## src/hw/pllcd_defs.vh

```
// Register offsets, reset values and fraction limit and scale for the PLL and clock divider block.
// Assumes inclusion by the design file only; holds definitions and no logic.
`ifndef PLLCD_DEFS_VH
`define PLLCD_DEFS_VH

`define PLLCD_OFF_FRAC_HIGH    8'h16
`define PLLCD_OFF_FRAC_LOW     8'h17
`define PLLCD_OFF_POST_MULT    8'h18
`define PLLCD_OFF_DSP_DIV      8'h1B
`define PLLCD_OFF_CONV_DIV     8'h1C
`define PLLCD_OFF_CP_DIV       8'h1D
`define PLLCD_OFF_OSR_DIV      8'h1E
`define PLLCD_OFF_BCLK_DIV     8'h20
`define PLLCD_OFF_FCLK_DIV     8'h21

`define PLLCD_RST_ZERO8        8'h00
`define PLLCD_RST_FRAC_HIGH    6'h00
`define PLLCD_RST_POST_MULT    4'h0
`define PLLCD_RST_DSP_DIV      7'h00
`define PLLCD_RST_BCLK_DIV     7'h00
`define PLLCD_RST_CONV_DIV     7'h01
`define PLLCD_RST_CP_DIV       7'h01
`define PLLCD_RST_OSR_DIV      7'h01
`define PLLCD_RST_INT_MULT     6'h08
`define PLLCD_FRAC_MAX         14'h270F
`define PLLCD_FRAC_SCALE       32'h0000_2710

`endif

```

## src/hw/pllcd_clock_config.v

```verilog
// PLL factor and clock divider configuration registers with the divider chain they steer.
// Assumes a host register port that is synchronous to mclk; one write or read per cycle.
`timescale 1ns/1ps
`include "pllcd_defs.vh"

module pllcd_clock_config #(
	parameter [6:0]  AUTO_DSP_DIV   = 7'h01,
	parameter [6:0]  AUTO_CONV_DIV  = 7'h01,
	parameter [6:0]  AUTO_CP_DIV    = 7'h03,
	parameter [6:0]  AUTO_OSR_DIV   = 7'h01,
	parameter [6:0]  AUTO_BCLK_DIV  = 7'h07,
	parameter [7:0]  AUTO_FCLK_DIV  = 8'h3F,
	parameter [3:0]  AUTO_POST_MULT = 4'h0,
	parameter [13:0] AUTO_FRAC      = 14'h0000
) (
	input  wire        mclk,
	input  wire        reset,
	input  wire        reg_wr,
	input  wire        reg_rd,
	input  wire [7:0]  reg_addr,
	input  wire [7:0]  reg_wdata,
	output reg  [7:0]  reg_rdata,
	input  wire        auto_clock_setting_disable,
	input  wire        master_mode,
	input  wire        src_clk_en,
	input  wire [5:0]  pll_integer_mult,
	input  wire [3:0]  pll_pre_divide,
	input  wire [5:0]  auto_integer_mult,
	input  wire [3:0]  auto_pre_divide,
	output reg  [5:0]  eff_integer_mult,
	output reg  [4:0]  eff_pre_divide,
	output reg  [4:0]  eff_post_mult,
	output reg  [13:0] eff_fraction,
	output reg         fraction_illegal,
	output reg  [31:0] pll_mult_x10000,
	output reg         dsp_clk_en,
	output reg         converter_clk_en,
	output reg         charge_pump_clk_en,
	output reg         oversample_clk_en,
	output reg         master_bitclk,
	output reg         master_frameclk
);

	// ****************************************************************
	// Registers
	// ****************************************************************
	reg [5:0] frac_high_q;
	reg [7:0] frac_low_q;
	reg [3:0] post_mult_q;
	reg [6:0] dsp_div_q;
	reg [6:0] conv_div_q;
	reg [6:0] cp_div_q;
	reg [6:0] osr_div_q;
	reg [6:0] bclk_div_q;
	reg [7:0] fclk_div_q;

	always @(posedge mclk) begin
		if (reset) begin
			frac_high_q <= `PLLCD_RST_FRAC_HIGH;
			frac_low_q  <= `PLLCD_RST_ZERO8;
			post_mult_q <= `PLLCD_RST_POST_MULT;
			dsp_div_q   <= `PLLCD_RST_DSP_DIV;
			conv_div_q  <= `PLLCD_RST_CONV_DIV;
			cp_div_q    <= `PLLCD_RST_CP_DIV;
			osr_div_q   <= `PLLCD_RST_OSR_DIV;
			bclk_div_q  <= `PLLCD_RST_BCLK_DIV;
			fclk_div_q  <= `PLLCD_RST_ZERO8;
		end else if (reg_wr) begin
			if (reg_addr == `PLLCD_OFF_FRAC_HIGH) begin
				frac_high_q <= reg_wdata[5:0];
			end else if (reg_addr == `PLLCD_OFF_FRAC_LOW) begin
				frac_low_q <= reg_wdata;
			end else if (reg_addr == `PLLCD_OFF_POST_MULT) begin
				post_mult_q <= reg_wdata[3:0];
			end else if (reg_addr == `PLLCD_OFF_DSP_DIV) begin
				dsp_div_q <= reg_wdata[6:0];
			end else if (reg_addr == `PLLCD_OFF_CONV_DIV) begin
				conv_div_q <= reg_wdata[6:0];
			end else if (reg_addr == `PLLCD_OFF_CP_DIV) begin
				cp_div_q <= reg_wdata[6:0];
			end else if (reg_addr == `PLLCD_OFF_OSR_DIV) begin
				osr_div_q <= reg_wdata[6:0];
			end else if (reg_addr == `PLLCD_OFF_BCLK_DIV) begin
				bclk_div_q <= reg_wdata[6:0];
			end else if (reg_addr == `PLLCD_OFF_FCLK_DIV) begin
				fclk_div_q <= reg_wdata;
			end
		end
	end

	// Read data is registered; reserved bits and unmapped offsets read as zero.
	always @(posedge mclk) begin
		if (reset) begin
			reg_rdata <= `PLLCD_RST_ZERO8;
		end else if (reg_rd) begin
			if (reg_addr == `PLLCD_OFF_FRAC_HIGH) begin
				reg_rdata <= {2'b00, frac_high_q};
			end else if (reg_addr == `PLLCD_OFF_FRAC_LOW) begin
				reg_rdata <= frac_low_q;
			end else if (reg_addr == `PLLCD_OFF_POST_MULT) begin
				reg_rdata <= {4'h0, post_mult_q};
			end else if (reg_addr == `PLLCD_OFF_DSP_DIV) begin
				reg_rdata <= {1'b0, dsp_div_q};
			end else if (reg_addr == `PLLCD_OFF_CONV_DIV) begin
				reg_rdata <= {1'b0, conv_div_q};
			end else if (reg_addr == `PLLCD_OFF_CP_DIV) begin
				reg_rdata <= {1'b0, cp_div_q};
			end else if (reg_addr == `PLLCD_OFF_OSR_DIV) begin
				reg_rdata <= {1'b0, osr_div_q};
			end else if (reg_addr == `PLLCD_OFF_BCLK_DIV) begin
				reg_rdata <= {1'b0, bclk_div_q};
			end else if (reg_addr == `PLLCD_OFF_FCLK_DIV) begin
				reg_rdata <= fclk_div_q;
			end else begin
				reg_rdata <= `PLLCD_RST_ZERO8;
			end
		end
	end

	// ****************************************************************
	// Effective factors
	// ****************************************************************
	wire        auto_on   = ~auto_clock_setting_disable;
	wire [13:0] frac_prog = {frac_high_q, frac_low_q};
	wire [6:0]  dsp_sel   = auto_on ? AUTO_DSP_DIV  : dsp_div_q;
	wire [6:0]  conv_sel  = auto_on ? AUTO_CONV_DIV : conv_div_q;
	wire [6:0]  cp_sel    = auto_on ? AUTO_CP_DIV   : cp_div_q;
	wire [6:0]  osr_sel   = auto_on ? AUTO_OSR_DIV  : osr_div_q;
	wire [6:0]  bclk_sel  = auto_on ? AUTO_BCLK_DIV : bclk_div_q;
	wire [7:0]  fclk_sel  = auto_on ? AUTO_FCLK_DIV : fclk_div_q;
	wire [5:0]  j_sel     = auto_on ? auto_integer_mult : pll_integer_mult;
	wire [3:0]  p_sel     = auto_on ? auto_pre_divide : pll_pre_divide;
	wire [3:0]  r_sel     = auto_on ? AUTO_POST_MULT : post_mult_q;
	wire [13:0] d_sel     = auto_on ? AUTO_FRAC : frac_prog;
	wire [31:0] j_scaled  = {26'h0, j_sel} * `PLLCD_FRAC_SCALE;
	wire [31:0] jd_sum    = j_scaled + {18'h0, d_sel};
	wire [31:0] jdr       = jd_sum * {27'h0, {1'b0, r_sel} + 5'h01};

	always @(posedge mclk) begin
		if (reset) begin
			eff_integer_mult <= `PLLCD_RST_INT_MULT;
			eff_pre_divide   <= 5'h01;
			eff_post_mult    <= 5'h01;
			eff_fraction     <= 14'h0000;
			fraction_illegal <= 1'b0;
			pll_mult_x10000  <= 32'h0000_0000;
		end else begin
			eff_integer_mult <= j_sel;
			eff_pre_divide   <= {1'b0, p_sel} + 5'h01;
			eff_post_mult    <= {1'b0, r_sel} + 5'h01;
			eff_fraction     <= d_sel;
			fraction_illegal <= (d_sel > `PLLCD_FRAC_MAX);
			pll_mult_x10000  <= jdr;
		end
	end

	// ****************************************************************
	// Divider chain
	// ****************************************************************
	// Each clock output is a one-cycle pulse every (setting + 1) ticks: src_clk_en ticks, but mclk cycles for master_bitclk and bit clocks for master_frameclk.
	reg [6:0] dsp_cnt_q;
	reg [6:0] conv_cnt_q;
	reg [6:0] cp_cnt_q;
	reg [6:0] osr_cnt_q;
	reg [6:0] bclk_cnt_q;
	reg [7:0] fclk_cnt_q;
	reg       bclk_tick_q;

	function [6:0] pllcd_next7;
		input [6:0] cnt;
		input [6:0] lim;
		begin
			pllcd_next7 = (cnt >= lim) ? 7'h00 : cnt + 7'h01;
		end
	endfunction

	always @(posedge mclk) begin
		if (reset) begin
			dsp_cnt_q          <= 7'h00;
			conv_cnt_q         <= 7'h00;
			cp_cnt_q           <= 7'h00;
			osr_cnt_q          <= 7'h00;
			bclk_cnt_q         <= 7'h00;
			fclk_cnt_q         <= `PLLCD_RST_ZERO8;
			bclk_tick_q        <= 1'b0;
			dsp_clk_en         <= 1'b0;
			converter_clk_en   <= 1'b0;
			charge_pump_clk_en <= 1'b0;
			oversample_clk_en  <= 1'b0;
			master_bitclk      <= 1'b0;
			master_frameclk    <= 1'b0;
		end else begin
			dsp_clk_en         <= src_clk_en && (dsp_cnt_q >= dsp_sel);
			converter_clk_en   <= src_clk_en && (conv_cnt_q >= conv_sel);
			charge_pump_clk_en <= src_clk_en && (cp_cnt_q >= cp_sel);
			oversample_clk_en  <= src_clk_en && (osr_cnt_q >= osr_sel);
			if (src_clk_en) begin
				dsp_cnt_q  <= pllcd_next7(dsp_cnt_q, dsp_sel);
				conv_cnt_q <= pllcd_next7(conv_cnt_q, conv_sel);
				cp_cnt_q   <= pllcd_next7(cp_cnt_q, cp_sel);
				osr_cnt_q  <= pllcd_next7(osr_cnt_q, osr_sel);
			end
			if (master_mode) begin
				bclk_cnt_q    <= pllcd_next7(bclk_cnt_q, bclk_sel);
				bclk_tick_q   <= (bclk_cnt_q >= bclk_sel);
				master_bitclk <= (bclk_cnt_q >= bclk_sel);
				if (bclk_tick_q) begin
					fclk_cnt_q      <= (fclk_cnt_q >= fclk_sel) ? 8'h00 : fclk_cnt_q + 8'h01;
				end
				master_frameclk <= bclk_tick_q && (fclk_cnt_q >= fclk_sel);
			end else begin
				bclk_cnt_q      <= 7'h00;
				fclk_cnt_q      <= `PLLCD_RST_ZERO8;
				bclk_tick_q     <= 1'b0;
				master_bitclk   <= 1'b0;
				master_frameclk <= 1'b0;
			end
		end
	end

endmodule // pllcd_clock_config

```

## config.mk

```make
export PLATFORM = sky130hd
export DESIGN_NAME = pllcd_clock_config
export DESIGN_NICKNAME = d
export VERILOG_FILES = /design/src/hw/pllcd_clock_config.v
export VERILOG_INCLUDE_DIRS = /design/src /design/src/hw
export SDC_FILE = /design/constraint.sdc
export NUM_CORES = 1
export LEC_CHECK = 0
export ABC_AREA = 1
export BUFFER_PORTS_ARGS = -buffer_cell sky130_fd_sc_hd__buf_2
export CAP_MARGIN = 30
export CORE_MARGIN = 2
export CORE_UTILIZATION = 50
export DETAILED_ROUTE_END_ITERATION = 16
export PLACE_DENSITY_LB_ADDON = 0.2
export RECOVER_POWER = 100
export SLEW_MARGIN = 20
export SYNTH_ARGS = -nofsm -noshare
export SYNTH_HDL_FRONTEND = slang
export SYNTH_SLANG_ARGS = --single-unit
```

## constraint.sdc

```tcl
create_clock -name mclk -period 8.6 [get_ports mclk]
set_input_delay 0.43 -clock mclk [delete_from_list [all_inputs] [get_ports mclk]]
set_output_delay 0.43 -clock mclk [all_outputs]
set_load 0.02 [all_outputs]
```

* Word-level counts from Yosys, hierarchy flattened
Index checks and enable logic that the tools add are counted.
Storage, ports and cells: register bits 181, bits of input ports 43, output and inout bits 77, logic and storage cells 104
Cells by class: add/subtract/negate cells 9, $mul 2, order comparisons 7, equal/unequal tests 9, multiplexer cells 24, bitwise logic cells 9, reduce and logical (&&, ||, !) cells 16
Operators with widths (count):
- $mux 8 | 11
- $mux 7 | 9
- $eq 8x5->1 const B | 7
- $add 7x1->7 const B | 5
- $ge 7x7->1 | 5
- $mul 21x5->26 | 1
- $add 20x14->21 | 1
- $eq 8x6->1 const B | 2
- $mul 6x10->16 const B | 1
- $gt 14x14->1 const B | 1
- $mux 14 | 1
- $add 4x1->5 const B | 2
- $reduce_and 10->1 | 1
- $not 1->1 | 9
- $reduce_and 9->1 | 1
- $add 8x1->8 const B | 1
- $ge 8x8->1 | 1
- $mux 4 | 2
- $reduce_and 8->1 | 1
- $reduce_and 7->1 | 1
- $mux 6 | 1
- $reduce_and 6->1 | 1
- $logic_and 1x1->1 | 5
- $reduce_and 5->1 | 1
- other kinds (5) | 5

* Longest topological paths before layout
depth after elaboration 10, mapped depth 43, depth with buffers taken out 41

* Worst setup path before layout
OpenSTA, ideal clock, no wires.
path type input to register, from in auto_clock_setting_disable, to reg pll_mult_x10000[22], setup time 0.115 ns, data arrival time 7.185 ns, required time 8.485 ns, setup slack 1.301 ns, cell stages on the path 39, path buffers 2, cells stage by stage buf_4 inv_1 buf_2 or2_2 o21ai_0 inv_1 fa_1 inv_1 fa_1 inv_1 ha_1 inv_1 fa_1 xnor2_1 ha_1 inv_1 o21ai_0 nor2_1 [... 3 more ...] nand2_2 xor2_2 inv_2 nor2_1 fa_1 fa_1 inv_1 fa_1 inv_1 ha_1 nand2_1 nor2_1 inv_1 nor3_1 nand4_1 nand3_1 a21oi_1 o21a_1
On the way: word-level cells in the longest chain between the ends 4, elaborated cells between the ends (all ways) 7, classes of those cells add/sub: 2; mul: 2; mux: 3
Ends and longest elaborated chain:
- from (decl) | RTL line pllcd_clock_config.v:23 | input wire auto_clock_setting_disable,
- $mux 6 | RTL line pllcd_clock_config.v:131 | wire [5:0] j_sel = auto_on ? auto_integer_mult : pll_integer_mult;
- $mul 6x10->16 (no line)
- named net j_scaled[5] | RTL line pllcd_clock_config.v:135 | wire [31:0] j_scaled = {26'h0, j_sel} * `PLLCD_FRAC_SCALE;
- $add 20x14->21 | RTL line pllcd_clock_config.v:136 | wire [31:0] jd_sum = j_scaled + {18'h0, d_sel};
- $mul 21x5->26 | RTL line pllcd_clock_config.v:137 | wire [31:0] jdr = jd_sum * {27'h0, {1'b0, r_sel} + 5'h01};
- to (signal assigned) | RTL line pllcd_clock_config.v:153 | pll_mult_x10000 <= jdr;
- to (decl) | RTL line pllcd_clock_config.v:35 | output reg [31:0] pll_mult_x10000,
The timed path passes the listed nets, and every way through them passes these cells. A chain may end at the register's enable or synchronous reset.

* Worst setup path after layout
from in auto_clock_setting_disable, to reg pll_mult_x10000[24]
On the way: word-level cells in the longest chain between the ends 4, elaborated cells between the ends (all ways) 7, classes of those cells add/sub: 2; mul: 2; mux: 3
Ends and longest elaborated chain (RTL line):
- $mux 6 | pllcd_clock_config.v:131
- named net j_sel[5] | pllcd_clock_config.v:131
- $mul 6x10->16 (no line)
- $add 20x14->21 | pllcd_clock_config.v:136
- $mul 21x5->26 | pllcd_clock_config.v:137
The timed path passes the listed nets, and every way through them passes these cells.

==> results.toml <==
[timing]
setup_tns_ns = 0
fmax_mhz = 129
hold_viol = 0
period_needed_ns = 7.76
fin_worst_skew_ns = 0.0161
fin_crit_sh = 0.902
rsz0062_at_grt = "false"
slew_headroom = -0.685
slew_viol_final = 50
tightest_slew_ns = 2.53
setup_viol = 0

[final_layout]
final_nets = 2057
final_common_cell = "nand2_1"
multi_input_area_um2 = 8100
post-route-util = 0.555
fill_cells = 2475
seq_area_um2 = 3500
layout_common_cells = "nand2_1, nor2_1, inv_1, dfxtp_1, a21oi_1"
syn_to_final_growth_pct = 9.00
drive_above_1_share = 0.0765

[route]
drtIter0Drc = 851
drt_pass1_iterations = 5
drt-wirelength-per-cell_um = 14.8
vias = 11200
viasPerCell = 5.16
ant_nets = 0
drc = 0
wl_mm = 32.1

[grt]
grt_remaining_overflow = 0
antenna_found_initial = 0
grt_pass1_vias = 10700
grt_usage = 0.248
grt_first_pass_wirelength_mm = 53.3
grt_max_degree = 60

[clock_tree]
clk_pin_slew_ns = 0.07
cts_tree = "built"
cts_root_buf = "clkbuf_16"
worstSkewPairLatency_ns = 0.44
cts_sinks = 175
cts_resized = 0
htreeDepth = 4
post-cts-setup-buffers = 0
clk_path_buf_depth = 2
ctsHoldBuffers = 0
numCtsBuffers = 17

[outcome]
status = "finished with violations"
violations = "max-capacitance violations, max-slew violations"

[setup_path]
path_max_fanout = 58
worst_ep_arrival_time_ns = 8.13
cp_slowest_cell = "o21ai_0"
slowest_delay_ns = 0.66
required_ns = 8.97
cpMostUsedCell = "fa_1"
start_kind = "input port"
crit_type = "input port to flip-flop"
reg2reg_to = "pll_mult_x10000[14]$_SDFF_PP0_"
rrSetupSlack_ns = 2.18
r2r_start = "post_mult_q[0]$_SDFFE_PP0P_"
crit_path_end_kind = "flip-flop"
rr_worst_depth = 22

[floorplanning]
die_y_um = 164
coreArea_um2 = 25200
rows = 58
dieArea_um2 = 26900
initial_core_util = 0.509
die-width_um = 164
ios = 120

[pwr]
ir_drop_mv = 0.114
p_per_area_nw_per_um2 = 169
p_leak_nw = 6.53

[place]
dp_hpwl_mm = 24.7
routabilityCongestion = 0.937
port_buffers = 113

[synthesis]
synth_top_cell_by_area = "dfxtp_1"
ys_warn_count = 0
async_flop_share = 0
synth_edf_count = 0
yosysTopAreaCellShare = 0.273
syn_inst = 1736
ys_types = 57
yosys_register_bits = 175
synth_flop_cell = "dfxtp_1"
syn_avg_cell_area_um2 = 7.39
synthTopCellsByArea = "dfxtp_1, ha_1, fa_1"
ys_seq_area_frac = 0.273
synthesis.area_um2 = 12800

[worst_hold_path]
hp-class = "input port to flip-flop"
hold_end = "eff_integer_mult[3]$_SDFF_PP1_"
holdPathStages = 3
min_from = "auto_integer_mult[3]"

[job]
drv_cap = 1
## metal layers
| layer | vias to the layer above | wire [µm] | GRT usage | share of wire |
|---|---|---|---|---|
| met3 | 29 | 1780 | 0.0359 | 0.055 |
| met4 | 0 | 449 | 0.0590 | 0.014 |
| met1 | 5108 | 16400 | 0.364 | 0.51 |
| li1 | 5767 | - | - | - |
| met2 | 298 | 13500 | 0.383 | 0.42 |
| met5 | - | 0 | 0 | 0 |
## power breakdown
group	internal (mW)	switching, mW	leakage, nW
clock network	0.396	0.379	0.282
logic	0.227	0.506	4.83
registers	0.839	0.00953	1.42
total	1.46	0.894	6.53
## layout make-up
type                       count  area share
inverter                     231      0.0620
multi-input combinational   1285       0.580
antenna                        1    0.000179
sequential                   175       0.251
timing repair buffer         119      0.0367
clock inverter                13     0.00949
clock buffer                  19      0.0317
tap                          330      0.0295
## Yosys cell counts (10+ instances only)
| cell type | number |
|---|---|
| ha_1 | 120 |
| clkbuf_1 | 23 |
| nand4_1 | 33 |
| nand3_1 | 83 |
| inv_2 | 16 |
| inv_1 | 212 |
| nor3_1 | 16 |
| nand3b_1 | 10 |
| o21a_1 | 11 |
| a21oi_1 | 139 |
| nand2_1 | 346 |
| nand2_2 | 12 |
| dfxtp_1 | 175 |
| or2_2 | 13 |
| xor2_1 | 28 |
| buf_2 | 12 |
| xnor2_1 | 11 |
| fa_1 | 65 |
| buf_4 | 10 |
| nor2_1 | 225 |
| o21ai_0 | 74 |
## per-stage QoR
stage | setup slack (ns) | hold slack [ns] | cell area [µm²] | instances | power [mW]
4_1_cts | 1.23 | 0.235 | 14200 | 2172 | 2.38
5_1_grt | 0.221 | 0.273 | 14000 | 2172 | 2.51
3_5_place_dp | 0.771 | 0.458 | 13600 | 2140 | 1.60
3_3_place_gp | 0.907 | 0.451 | 13600 | 2139 | 1.59
2_1_floorplan | 1.30 | 0.430 | 12900 | 1745 | 1.42
6_report | 0.839 | 0.243 | 14000 | 2173 | 2.36
## flip-flops by register name (all words and copies together), names as in the netlist, 6 cells and up
register and cells:
cp_div_q 7, osr_div_q 7, conv_cnt_q 7, frac_low_q 8, fclk_div_q 8, bclk_cnt_q 7
bclk_div_q 7, frac_high_q 6, eff_integer_mult 6, reg_rdata 8, conv_div_q 7, dsp_div_q 7
fclk_cnt_q 8, eff_fraction 14, cp_cnt_q 7, osr_cnt_q 7, dsp_cnt_q 7, pll_mult_x10000 26
## worst max-delay path: cells and delay by family
kind / cells / cell delay [ns]
compound gates: 3 / 0.88
xor+xnor: 2 / 0.44
fa+ha+maj: 9 / 3.96
buf+inv: 6 / 0.90
simple gates: 11 / 1.49
## logic make-up after synthesis
family                     share of synthesized area
and+or+nand+nor                                0.269
xor gates and xnor gates                      0.0304
AOI/OAI and AO/OA                              0.118
adders and majority gates                      0.219
buffers and inverters                         0.0893
muxes                                       0.000781
other                                       0.000586
DFF                                            0.273
## worst max path at each step
stage	start	end	slack, ns	cells after the start
3_3_place_gp	auto_clock_setting_disable	pll_mult_x10000[24]$_SDFF_PP0_	0.91	31
6_report	auto_clock_setting_disable	pll_mult_x10000[24]$_SDFF_PP0_	0.84	31
2_1_floorplan	auto_clock_setting_disable	pll_mult_x10000[22]$_SDFF_PP0_	1.30	39
5_1_grt	auto_clock_setting_disable	pll_mult_x10000[22]$_SDFF_PP0_	0.22	38
3_5_place_dp	auto_clock_setting_disable	pll_mult_x10000[22]$_SDFF_PP0_	0.77	38
4_1_cts	auto_clock_setting_disable	pll_mult_x10000[22]$_SDFF_PP0_	1.23	38
(Power assumes the default switching activity.)
